File: config.mk
export PLATFORM = sky130hd
export DESIGN_NAME = i2c_slave_match_monitor
export DESIGN_NICKNAME = d
export VERILOG_FILES = /design/src/i2c_match_pkg.sv /design/src/pin_sync.sv /design/src/address_matcher.sv /design/src/i2c_slave_match_monitor.sv
export SDC_FILE = /design/constraint.sdc
export NUM_CORES = 1
export LEC_CHECK = 0
export BUFFER_PORTS_ARGS = -buffer_cell sky130_fd_sc_hd__buf_2
export CAP_MARGIN = 15
export CORE_MARGIN = 2
export CORE_UTILIZATION = 58
export DETAILED_ROUTE_END_ITERATION = 10
export PLACE_DENSITY_LB_ADDON = 0.1
export SLEW_MARGIN = 20
export SYNTH_ARGS = -nofsm -noshare
export SYNTH_HDL_FRONTEND = slang
export SYNTH_HIERARCHICAL = 1
export SYNTH_SLANG_ARGS = --single-unit
File: constraint.sdc
create_clock -name clk -period 4.3 [get_ports clk]
set_input_delay 0.645 -clock clk [delete_from_list [all_inputs] [get_ports clk]]
set_output_delay 0.645 -clock clk [all_outputs]
set_load 0.01 [all_outputs]
File: src/i2c_match_pkg.sv
package i2c_match_pkg;

  // Number of own-address slots, each paired with one ignore mask
  localparam int SLOTS = 4;

  // Register offsets (byte addresses on the register port)
  localparam logic [7:0] OFF_MON_CTRL = 8'h1c;
  localparam logic [7:0] OFF_CAPTURE = 8'h2c;
  localparam logic [7:0] OFF_CTRL = 8'h44;
  localparam logic [7:0] OFF_STATUS = 8'h48;
  localparam logic [7:0] OFF_SHIFT = 8'h4c;
  // Own-address slot 0..3 and ignore mask 0..3, slot index in the low entry
  localparam logic [SLOTS-1:0][7:0] OWN_OFFS = {8'h28, 8'h24, 8'h20, 8'h40};
  localparam logic [SLOTS-1:0][7:0] IGNORE_OFFS = {8'h3c, 8'h38, 8'h34, 8'h30};

  // Field positions
  localparam int MON_EN_BIT = 0;
  localparam int MON_SCL_BIT = 1;
  localparam int MON_ANY_BIT = 2;
  localparam int CTRL_EN_BIT = 0;
  localparam int CTRL_ACK_BIT = 1;
  localparam int ST_ATTN_BIT = 0;
  localparam int ST_ARB_BIT = 1;
  localparam int ST_ADDRESSED_BIT = 2;
  localparam int ST_READ_BIT = 3;
  localparam int GC_BIT = 0;
  localparam int ADDR_MSB = 7;
  localparam int ADDR_LSB = 1;

  // Bit counter value of the ninth (acknowledge) bit of a byte
  localparam logic [3:0] ACK_SLOT = 4'h8;
  // General-call address, compared on all seven bits
  localparam logic [6:0] GENERAL_CALL = 7'h00;
  localparam logic [7:0] BYTE_RESET = 8'h00;

  // Register port request, one cycle per strobe
  typedef struct packed {
    logic [7:0] addr;
    logic [31:0] wdata;
    logic wr;
    logic rd;
  } bus_req_s;

  // One own-address slot with its paired ignore mask (mask bits 7:1 only)
  typedef struct packed {
    logic [7:0] own;
    logic [6:0] ignore;
  } addr_slot_s;

  // Position within a transfer as seen from the bus
  typedef enum logic [2:0] {
    LINK_IDLE,
    LINK_ADDR,
    LINK_WRITE,
    LINK_READ,
    LINK_IGNORE
  } link_state_e;

  // Zero-extend a byte to a register word
  function automatic logic [31:0] byte_word(input logic [7:0] b);
    return {24'h000000, b};
  endfunction : byte_word

endpackage : i2c_match_pkg

File: src/pin_sync.sv
`timescale 1ns/1ps
module pin_sync #(
  parameter int WIDTH = 2
) (
  // Clock and reset
  input wire logic clk,
  input wire logic arst_n,
  // Asynchronous inputs and their synchronised copies
  input wire logic [WIDTH-1:0] din,
  output logic [WIDTH-1:0] dout
);

  logic [WIDTH-1:0] meta_reg;

  if (WIDTH < 1) begin : g_bad_width
    $error("pin_sync needs at least one bit");
  end

  // Two flops; the first is read by the second only
  always_ff @(posedge clk or negedge arst_n) begin
    if (!arst_n) begin
      meta_reg <= '1;
      dout <= '1;
    end else begin
      meta_reg <= din;
      dout <= meta_reg;
    end
  end

endmodule : pin_sync

File: src/address_matcher.sv
`timescale 1ns/1ps
module address_matcher import i2c_match_pkg::*; #(
  parameter int NSLOT = SLOTS
) (
  // Programmed slots
  input wire addr_slot_s [NSLOT-1:0] slots,
  // Received seven-bit address
  input wire logic [6:0] rx_addr,
  // Mode inputs
  input wire logic master_active,
  input wire logic monitor_enable,
  input wire logic match_any,
  // Result
  output logic hit
);

  if (NSLOT < 1) begin : g_bad_slots
    $error("address_matcher needs at least one slot");
  end

  // Pure comparison; the caller samples it at the ninth bit
  always_comb begin
    hit = 1'b0;
    if (!master_active) begin
      for (int i = 0; i < NSLOT; i++) begin
        // General call ignores the mask, all seven bits compared
        if (slots[i].own[GC_BIT] && rx_addr == GENERAL_CALL) begin
          hit = 1'b1;
        end
        // A zeroed slot is disabled; masked bits drop out of the compare
        if (slots[i].own != BYTE_RESET &&
            ((slots[i].own[ADDR_MSB:ADDR_LSB] ^ rx_addr) & ~slots[i].ignore) == 7'h00) begin
          hit = 1'b1;
        end
      end
      // Match-any only counts while monitoring
      if (monitor_enable && match_any) begin
        hit = 1'b1;
      end
    end
  end

endmodule : address_matcher

File: src/i2c_slave_match_monitor.sv
// Function
// - While monitoring, flag an address match; match-any makes every address match.
// - After a match, flag every received or supposedly transmitted data byte.
// - In a monitored read the shift register holds the bus data of the real slave.
// - In monitor mode never answer a read nor drive an acknowledge.
// - Own-address registers are read/write and ignored while acting as master.
// - Own-address bit 0 enables recognition of the all-zero general-call address.
// - A zero own-address register matches nothing; reset clears all four.
// - Own-address bits 7 to 1 hold the seven-bit slave address.
// - Upper eight shift bits go to the captured byte after every nine bits.
// - Captured byte is eight-bit, read-only, reset zero, readable in every mode.
// - The shift data register keeps its normal behaviour and remains readable.
// - Set ignore-mask bits 7 to 1 drop that address bit from the compare.
// - Ignore masks never affect general-call detection.
// - Masks reset to zero; mask bit 0 and bits 31 to 8 read zero.
// - Monitoring without clock drive never stretches the clock.
// - Monitor enable forces data released, clock too unless clock drive set.
// - Clock drive and match-any have no effect while monitor enable is clear.
//
// Chosen here: strobed register access.
`timescale 1ns/1ps
module i2c_slave_match_monitor import i2c_match_pkg::*; #(
  parameter int NSLOT = SLOTS
) (
  // Clock and reset
  input wire logic clk,
  input wire logic arst_n,
  // Register port
  input wire bus_req_s bus_req,
  output logic [31:0] rd_data,
  // Master sequencer state from the neighbouring logic
  input wire logic master_active,
  // Clock pin
  input wire logic scl_i,
  output logic scl_o,
  output logic scl_oe_n,
  // Data pin
  input wire logic sda_i,
  output logic sda_o,
  output logic sda_oe_n,
  // Status
  output logic attention,
  output logic arb_lost
);

  if (NSLOT != SLOTS) begin : g_bad_slots
    $error("register map serves exactly four address slots");
  end

  // The matcher compares the seven address bits that sit above the general-call bit
  if (ADDR_MSB - ADDR_LSB != $bits(GENERAL_CALL) - 1 || GC_BIT >= ADDR_LSB) begin : g_bad_fields
    $error("own-address field must be seven bits above the general-call bit");
  end

  // Control fields must fall inside the bits that are stored
  if (MON_EN_BIT > 2 || MON_SCL_BIT > 2 || MON_ANY_BIT > 2 ||
      CTRL_EN_BIT > 1 || CTRL_ACK_BIT > 1) begin : g_bad_ctrl
    $error("control field outside the stored bits");
  end

  // The bit counter must reach the acknowledge slot and still count past it
  if (ACK_SLOT == 4'h0 || ACK_SLOT == 4'hf) begin : g_bad_ack
    $error("acknowledge slot outside the bit counter");
  end

  // Two registers on one offset would make the read answer ambiguous
  for (genvar g = 0; g < SLOTS; g++) begin : g_offsets
    if (OWN_OFFS[g] == IGNORE_OFFS[g] || OWN_OFFS[g] == OFF_CAPTURE ||
        IGNORE_OFFS[g] == OFF_CAPTURE) begin : g_clash
      $error("slot offset collides with another register");
    end
  end

  // Complete state of the block
  typedef struct packed {
    // Position in the frame and the bits seen on the bus
    link_state_e link;
    logic [3:0] bitcnt;
    logic [7:0] shift;
    logic [7:0] capture;
    logic rw;
    logic scl_prev;
    logic sda_prev;
    // Software-visible settings and flags
    logic [2:0] mon_ctrl;
    logic [1:0] ctrl;
    addr_slot_s [SLOTS-1:0] slot;
    logic attn;
    logic arb;
    // Pin drive and register answer
    logic pin_level;
    logic scl_oe_n;
    logic sda_oe_n;
    logic [31:0] rd_data;
  } core_s;

  core_s r_reg;
  core_s r_next;

  logic [1:0] pins_s;
  logic scl_s;
  logic sda_s;
  logic hit;
  logic mon_en;
  logic mon_scl;
  logic mon_any;

  // One-hot select of the slot whose offset matches; own addresses and masks share the decode
  function automatic logic [SLOTS-1:0] slot_select(input logic [7:0] a, input logic [SLOTS-1:0][7:0] offs);
    logic [SLOTS-1:0] sel;
    sel = '0;
    for (int i = 0; i < SLOTS; i++) begin
      sel[i] = (a == offs[i]);
    end
    return sel;
  endfunction : slot_select

  // Data edge while the clock stays high: falling is a start, rising a stop
  function automatic logic data_edge_high(input logic scl_was, input logic scl_now, input logic sda_was,
    input logic sda_now, input logic rising);
    return scl_was && scl_now && (sda_was != sda_now) && (sda_now == rising);
  endfunction : data_edge_high

  // Data line pull the slave side wants, before monitor gating
  function automatic logic slave_pull(input link_state_e link, input logic [3:0] cnt, input logic addr_hit,
    input logic ack_en, input logic tx_bit);
    logic want;
    want = 1'b0;
    unique case (link)
      LINK_ADDR: want = (cnt == ACK_SLOT) && addr_hit && ack_en;
      LINK_WRITE: want = (cnt == ACK_SLOT) && ack_en;
      // A read drives the zeros of its byte and leaves ones to the pull-up
      LINK_READ: want = (cnt != ACK_SLOT) && !tx_bit;
      LINK_IGNORE: want = 1'b0;
      LINK_IDLE: want = 1'b0;
    endcase
    return want;
  endfunction : slave_pull

  // Status word: two sticky flags and two read-only views of the link
  function automatic logic [31:0] status_word(input logic attn, input logic arb, input logic addr_bit,
    input logic rd_bit);
    logic [31:0] w;
    w = '0;
    w[ST_ATTN_BIT] = attn;
    w[ST_ARB_BIT] = arb;
    w[ST_ADDRESSED_BIT] = addr_bit;
    w[ST_READ_BIT] = rd_bit;
    return w;
  endfunction : status_word

  // Both bus lines cross into the clock domain here
  pin_sync #(
    .WIDTH(2)
  ) u_sync (
    .clk(clk),
    .arst_n(arst_n),
    .din({scl_i, sda_i}),
    .dout(pins_s)
  );

  assign scl_s = pins_s[1];
  assign sda_s = pins_s[0];

  // Clock drive is gated by monitor enable here; match-any is gated by it inside the matcher
  assign mon_en = r_reg.mon_ctrl[MON_EN_BIT];
  assign mon_scl = mon_en & r_reg.mon_ctrl[MON_SCL_BIT];
  assign mon_any = r_reg.mon_ctrl[MON_ANY_BIT];

  // The address byte sits in the shift register after the eighth bit
  address_matcher #(
    .NSLOT(SLOTS)
  ) u_match (
    .slots(r_reg.slot),
    .rx_addr(r_reg.shift[ADDR_MSB:ADDR_LSB]),
    .master_active(master_active),
    .monitor_enable(mon_en),
    .match_any(mon_any),
    .hit(hit)
  );

  // Next-state logic: register port first, bus events after so they win
  always_comb begin
    logic scl_rise;
    logic start_c;
    logic stop_c;
    logic addressed;
    logic may_stretch;
    logic pull;
    logic [SLOTS-1:0] own_sel;
    logic [SLOTS-1:0] ignore_sel;
    scl_rise = scl_s & ~r_reg.scl_prev;
    start_c = data_edge_high(r_reg.scl_prev, scl_s, r_reg.sda_prev, sda_s, 1'b0);
    stop_c = data_edge_high(r_reg.scl_prev, scl_s, r_reg.sda_prev, sda_s, 1'b1);
    own_sel = slot_select(bus_req.addr, OWN_OFFS);
    ignore_sel = slot_select(bus_req.addr, IGNORE_OFFS);
    addressed = (r_reg.link == LINK_WRITE) || (r_reg.link == LINK_READ);
    // Without clock drive a monitoring device cannot hold the clock
    may_stretch = !mon_en || mon_scl;
    pull = 1'b0;

    r_next = r_reg;
    r_next.scl_prev = scl_s;
    r_next.sda_prev = sda_s;
    r_next.rd_data = '0;

    // Register writes
    if (bus_req.wr) begin
      unique case (bus_req.addr)
        OFF_MON_CTRL: r_next.mon_ctrl = bus_req.wdata[2:0];
        OFF_CTRL: r_next.ctrl = bus_req.wdata[1:0];
        OFF_SHIFT: r_next.shift = bus_req.wdata[7:0];
        OFF_STATUS: begin
          // Write one to clear; a same-cycle event sets it again below
          if (bus_req.wdata[ST_ATTN_BIT]) begin
            r_next.attn = 1'b0;
          end
          if (bus_req.wdata[ST_ARB_BIT]) begin
            r_next.arb = 1'b0;
          end
        end
        default: begin
          for (int i = 0; i < SLOTS; i++) begin
            if (own_sel[i]) begin
              r_next.slot[i].own = bus_req.wdata[7:0];
            end
            if (ignore_sel[i]) begin
              r_next.slot[i].ignore = bus_req.wdata[ADDR_MSB:ADDR_LSB];
            end
          end
        end
      endcase
    end

    // Register reads, answered in the next cycle; unmapped reads give zero
    if (bus_req.rd) begin
      unique case (bus_req.addr)
        OFF_MON_CTRL: r_next.rd_data = {29'h0, r_reg.mon_ctrl};
        OFF_CTRL: r_next.rd_data = {30'h0, r_reg.ctrl};
        OFF_CAPTURE: r_next.rd_data = byte_word(r_reg.capture);
        OFF_SHIFT: r_next.rd_data = byte_word(r_reg.shift);
        OFF_STATUS: r_next.rd_data = status_word(r_reg.attn, r_reg.arb, addressed, r_reg.rw);
        default: begin
          for (int i = 0; i < SLOTS; i++) begin
            if (own_sel[i]) begin
              r_next.rd_data = byte_word(r_reg.slot[i].own);
            end
            if (ignore_sel[i]) begin
              r_next.rd_data = byte_word({r_reg.slot[i].ignore, 1'b0});
            end
          end
        end
      endcase
    end

    // Bus framing and bit handling
    // A start inside a byte restarts the address phase; a stop ends even a frame cut short
    if (!r_reg.ctrl[CTRL_EN_BIT]) begin
      r_next.link = LINK_IDLE;
      r_next.bitcnt = 4'h0;
    end else if (start_c) begin
      // Start or repeated start opens an address byte
      r_next.link = LINK_ADDR;
      r_next.bitcnt = 4'h0;
    end else if (stop_c) begin
      r_next.link = LINK_IDLE;
      r_next.bitcnt = 4'h0;
    end else if (scl_rise && r_reg.link != LINK_IDLE) begin
      if (r_reg.bitcnt != ACK_SLOT) begin
        // Bus level is shifted in, so a read holds what was really sent
        r_next.shift = {r_reg.shift[6:0], sda_s};
        r_next.bitcnt = r_reg.bitcnt + 4'h1;
        // A one that we meant to send but found low: another party won
        if (r_reg.link == LINK_READ && r_reg.shift[7] && !sda_s) begin
          r_next.arb = 1'b1;
        end
      end else begin
        // Ninth bit sampled now: the byte of this frame is captured
        r_next.bitcnt = 4'h0;
        r_next.capture = r_reg.shift;
        unique case (r_reg.link)
          LINK_ADDR: begin
            if (hit) begin
              r_next.attn = 1'b1;
              r_next.rw = r_reg.shift[0];
              r_next.link = r_reg.shift[0] ? LINK_READ : LINK_WRITE;
            end else begin
              r_next.link = LINK_IGNORE;
            end
          end
          LINK_WRITE: r_next.attn = 1'b1;
          LINK_READ: begin
            r_next.attn = 1'b1;
            // Master declined further bytes
            if (sda_s) begin
              r_next.link = LINK_IGNORE;
            end
          end
          LINK_IGNORE: r_next.link = LINK_IGNORE;
          LINK_IDLE: r_next.link = LINK_IDLE;
        endcase
      end
    end

    // Hold the clock low while software owes an answer
    // Stretching starts only once the clock is already low, so no high phase is cut short
    r_next.scl_oe_n = !(r_reg.attn && addressed && may_stretch && (!scl_s || !r_reg.scl_oe_n));

    // Data line changes only while the clock is low, except the release when the block is disabled
    if (!scl_s) begin
      pull = slave_pull(r_reg.link, r_reg.bitcnt, hit, r_reg.ctrl[CTRL_ACK_BIT], r_reg.shift[7]);
      // Monitoring never drives data or acknowledge
      r_next.sda_oe_n = !(pull && !mon_en);
    end
    if (!r_reg.ctrl[CTRL_EN_BIT]) begin
      r_next.sda_oe_n = 1'b1;
    end
    r_next.pin_level = 1'b0;
  end

  // State register; both pins released, previous pin levels high and all other fields zero after reset
  always_ff @(posedge clk or negedge arst_n) begin
    if (!arst_n) begin
      r_reg <= '0;
      r_reg.scl_oe_n <= 1'b1;
      r_reg.sda_oe_n <= 1'b1;
      r_reg.scl_prev <= 1'b1;
      r_reg.sda_prev <= 1'b1;
    end else begin
      r_reg <= r_next;
    end
  end

  // Outputs straight from the state register
  assign rd_data = r_reg.rd_data;
  assign scl_o = r_reg.pin_level;
  assign sda_o = r_reg.pin_level;
  assign scl_oe_n = r_reg.scl_oe_n;
  assign sda_oe_n = r_reg.sda_oe_n;
  assign attention = r_reg.attn;
  assign arb_lost = r_reg.arb;

endmodule : i2c_slave_match_monitor

==> results_dict.tcl <==
set metrics [dict create \
    yosysSeqAreaShare_pct 44.75 \
    wire_per_inst_microns 21.17 \
    synthesis.area_sq_um 6006 \
    cts_tree "done" \
    postRouteAntennaNets 0 \
    grt_usage_pct 28.42 \
    tns_ns 0 \
    grt_max_degree 79 \
    start_kind "flop" \
    cts_buffer_depth 2 \
    largest_reg_flops 89 \
    cts_resized 0 \
    synth_edf_count 0 \
    yosys.cell_count.top_type "dfrtp_1" \
    clock-root-buffer "clkbuf_8" \
    peakVddDrop_mv 0.2683 \
    dieWidth_microns 105.8 \
    overflow 0 \
    outcome "finished, final reports clean" \
    htreeDepth 3 \
    cts.sinks 107 \
    crit_path_end_kind "flop" \
    ctsHoldBuffers 0 \
    grt_pass1_wl_mm 23.99 \
    hp-class "primary input to flop" \
    area_growth_syn_to_layout_pct 4.792 \
    place.gp.congestion 0.9501 \
    met2_usage_pct 42.17 \
    rsz0062_at_grt "no" \
    fmax_mhz 334.3 \
    ios 85 \
    drive_gt1_share_pct 26.57 \
    async_reset_ff_share_pct 100.0 \
    netlist.area_leader.share_pct 41.25 \
    synth_common_cells "dfrtp_1 (99), mux2_2 (73), nand2_1 (36), buf_4 (35), xnor2_1 (28)" \
    hold_viol_final 0 \
    setup_viol 0 \
    grt_pass1_vias 4318 \
    required_ns 4.59 \
    multiInputGateArea_sq_um 3017 \
    clk-insertion-delay-late_ns 0.39 \
    vias 4508 \
    grt_use_met1_pct 39.72 \
    critPathTopFamily "simple AND/OR/NAND/NOR gates" \
    syn-instance-count 555 \
    crit_path_max_incr_delay_ns 0.72 \
    cellPowerDensity_nw_per_um2 298.5 \
    slew_viol_final 0 \
    io_buffers 34 \
    power_leakage_uw 0.002782 \
    initial_core_util_pct 58.97 \
    drv_cap 0 \
    dieHeight_microns 105.8 \
    drt_first_pass_iters 5 \
    power_uw 1878 \
    synth_ff_type "dfrtp_1" \
    crit_top_cell "nor4_1" \
    ys_ff_latch 107 \
    drc 0 \
    yosys.area.top_type "dfrtp_1" \
    antenna_found_initial 0 \
    path_clk_slew_ns 0.10 \
    dp_hpwl_mm 10.49 \
    cts_setup_buffers 0 \
    row_count 37 \
    path_cells "xnor2_1, o22ai_1, nor4_1, nor4_1, a21oi_1, nand2_1, or4b_1, mux2_1" \
    viasPerCell 6.367 \
    period_share_pct 69.56 \
    drt_iter0_markers 448 \
    antennaDiodeCount 0 \
    nets 616 \
    dieArea_sq_um 11190 \
    grt_busiest_layer "met2" \
    cts_buffers 9 \
    crit_buf_inv 0 \
    n_fill_cell 891 \
    relSlewSlack_pct 37.58 \
    clock_skew_ns 0.008508 \
    avgSynthCellArea_sq_um 10.82 \
    cp_data_arrival_time_ns 3.28 \
    ys_warn_count 6 \
    worst_slew_pin_slew_ns 0.9363 \
    path_max_fanout 9 \
    worstSetupPathType "flop to flop" \
    finalWirelength_mm 14.99 \
    synth_area_leaders "dfrtp_1 (41%), mux2_2 (14%), buf_4 (4.4%), xnor2_1 (4.1%), dfstp_2 (3.5%)" \
    final-seq-area_sq_um 2688 \
    crit_slowest_cell "dfrtp_1" \
    core_area_sq_um 10180 \
    yosys.cell_types.count 68 \
    final.min_clock_period_ns 2.991 \
    use_met3_pct 6.988 \
]
logic make-up (layout without fill, tap and decap cells):
logic type               after synthesis  in the layout  synth area share, %
AO/OA/AOI/OAI                        117            117                13.19
adder cells (fa/ha/maj)                2              2               0.4166
other                                  1             26              0.06244
buffers and inverters                 69             61                6.687
flip-flops                           107            107                44.75
multiplexers                          87             87                16.04
XOR/XNOR                              28             28                4.083
AND/OR/NAND/NOR                      144            144                14.77
final timing paths:
kind / from / to / slack [ns] / depth (start not counted)
min in group asynchronous: arst_n / rd_data[2] / 0.39 / 1
max in group asynchronous: arst_n / r_reg[98] / 2.96 / 2
hold reg to reg: u_sync/meta_reg[1] / u_sync/dout[1] / 0.36 / 0
setup / recovery: r_reg[118] / r_reg[104] / 1.31 / 8
hold / removal: sda_i / u_sync/meta_reg[0] / 0.34 / 1
setup reg to reg: r_reg[118] / r_reg[104] / 1.31 / 8
final cells by class:
type                            instances  area share, %
Clock buffer                           10          2.187
Clock inverter                          6         0.7753
Inverter                                6         0.3579
Multi-Input combinational cell        404          47.93
Sequential cell                       107          42.70
Tap cell                              136          2.704
Timing Repair Buffer                   39          3.340
cell usage in the layout, fill, tap and decap left out, types with 7 or more instances in the layout:
cell type	Yosys	final
a21oi_1	23	23
a22o_1	7	7
a22oi_1	15	15
buf_2	9	33
clkbuf_8	0	10
conb_1	1	26
dfrtp_1	99	99
dfstp_2	8	8
mux2_2	73	73
mux2i_1	13	13
nand2_1	36	36
nand2b_1	8	8
nand3_1	11	11
nor2_1	15	15
nor2b_1	7	7
nor3_1	11	11
o21ai_0	17	17
o22ai_1	22	22
or4_1	8	8
xnor2_1	28	28
routing by layer:
| layer | part of all wire (%) | wire [microns] |
|---|---|---|
| met1 | 43 | 6476 |
| met2 | 45 | 6796 |
| met3 | 7.2 | 1079 |
| met4 | 4.2 | 636 |
| met5 | 0 | 0 |
report_power, final:
group | leakage, uW | internal [uW] | switching, uW | total (uW)
Clock | 0.0000972 | 232 | 353 | 585
Combinational | 0.00127 | 81.4 | 113 | 195
Sequential | 0.00142 | 1040 | 54.9 | 1100
stage by stage:
step           hold slack (ns)  cells  setup slack (ns)  area (sq um)  util [%]
2_1_floorplan           0.3452    580             1.903          6100         -
3_3_place_gp            0.3452    692             1.407          6107     59.96
3_5_place_dp            0.3468    692             1.327          6107     59.96
4_1_cts                 0.3168    708             1.312          6294     61.79
5_1_grt                 0.3076    708             1.198          6294     61.79
6_report                0.3378    708             1.309          6294     61.79
worst reg2reg max path: cells and delay by family (launching register included):
kind | cells | cell delay (ns)
simple gates | 4 | 1.20
xor+xnor | 1 | 0.18
compound gates | 2 | 0.45
mux | 1 | 0.33
flops | 1 | 0.72
No activity file was read; power rests on OpenSTA's default activity.
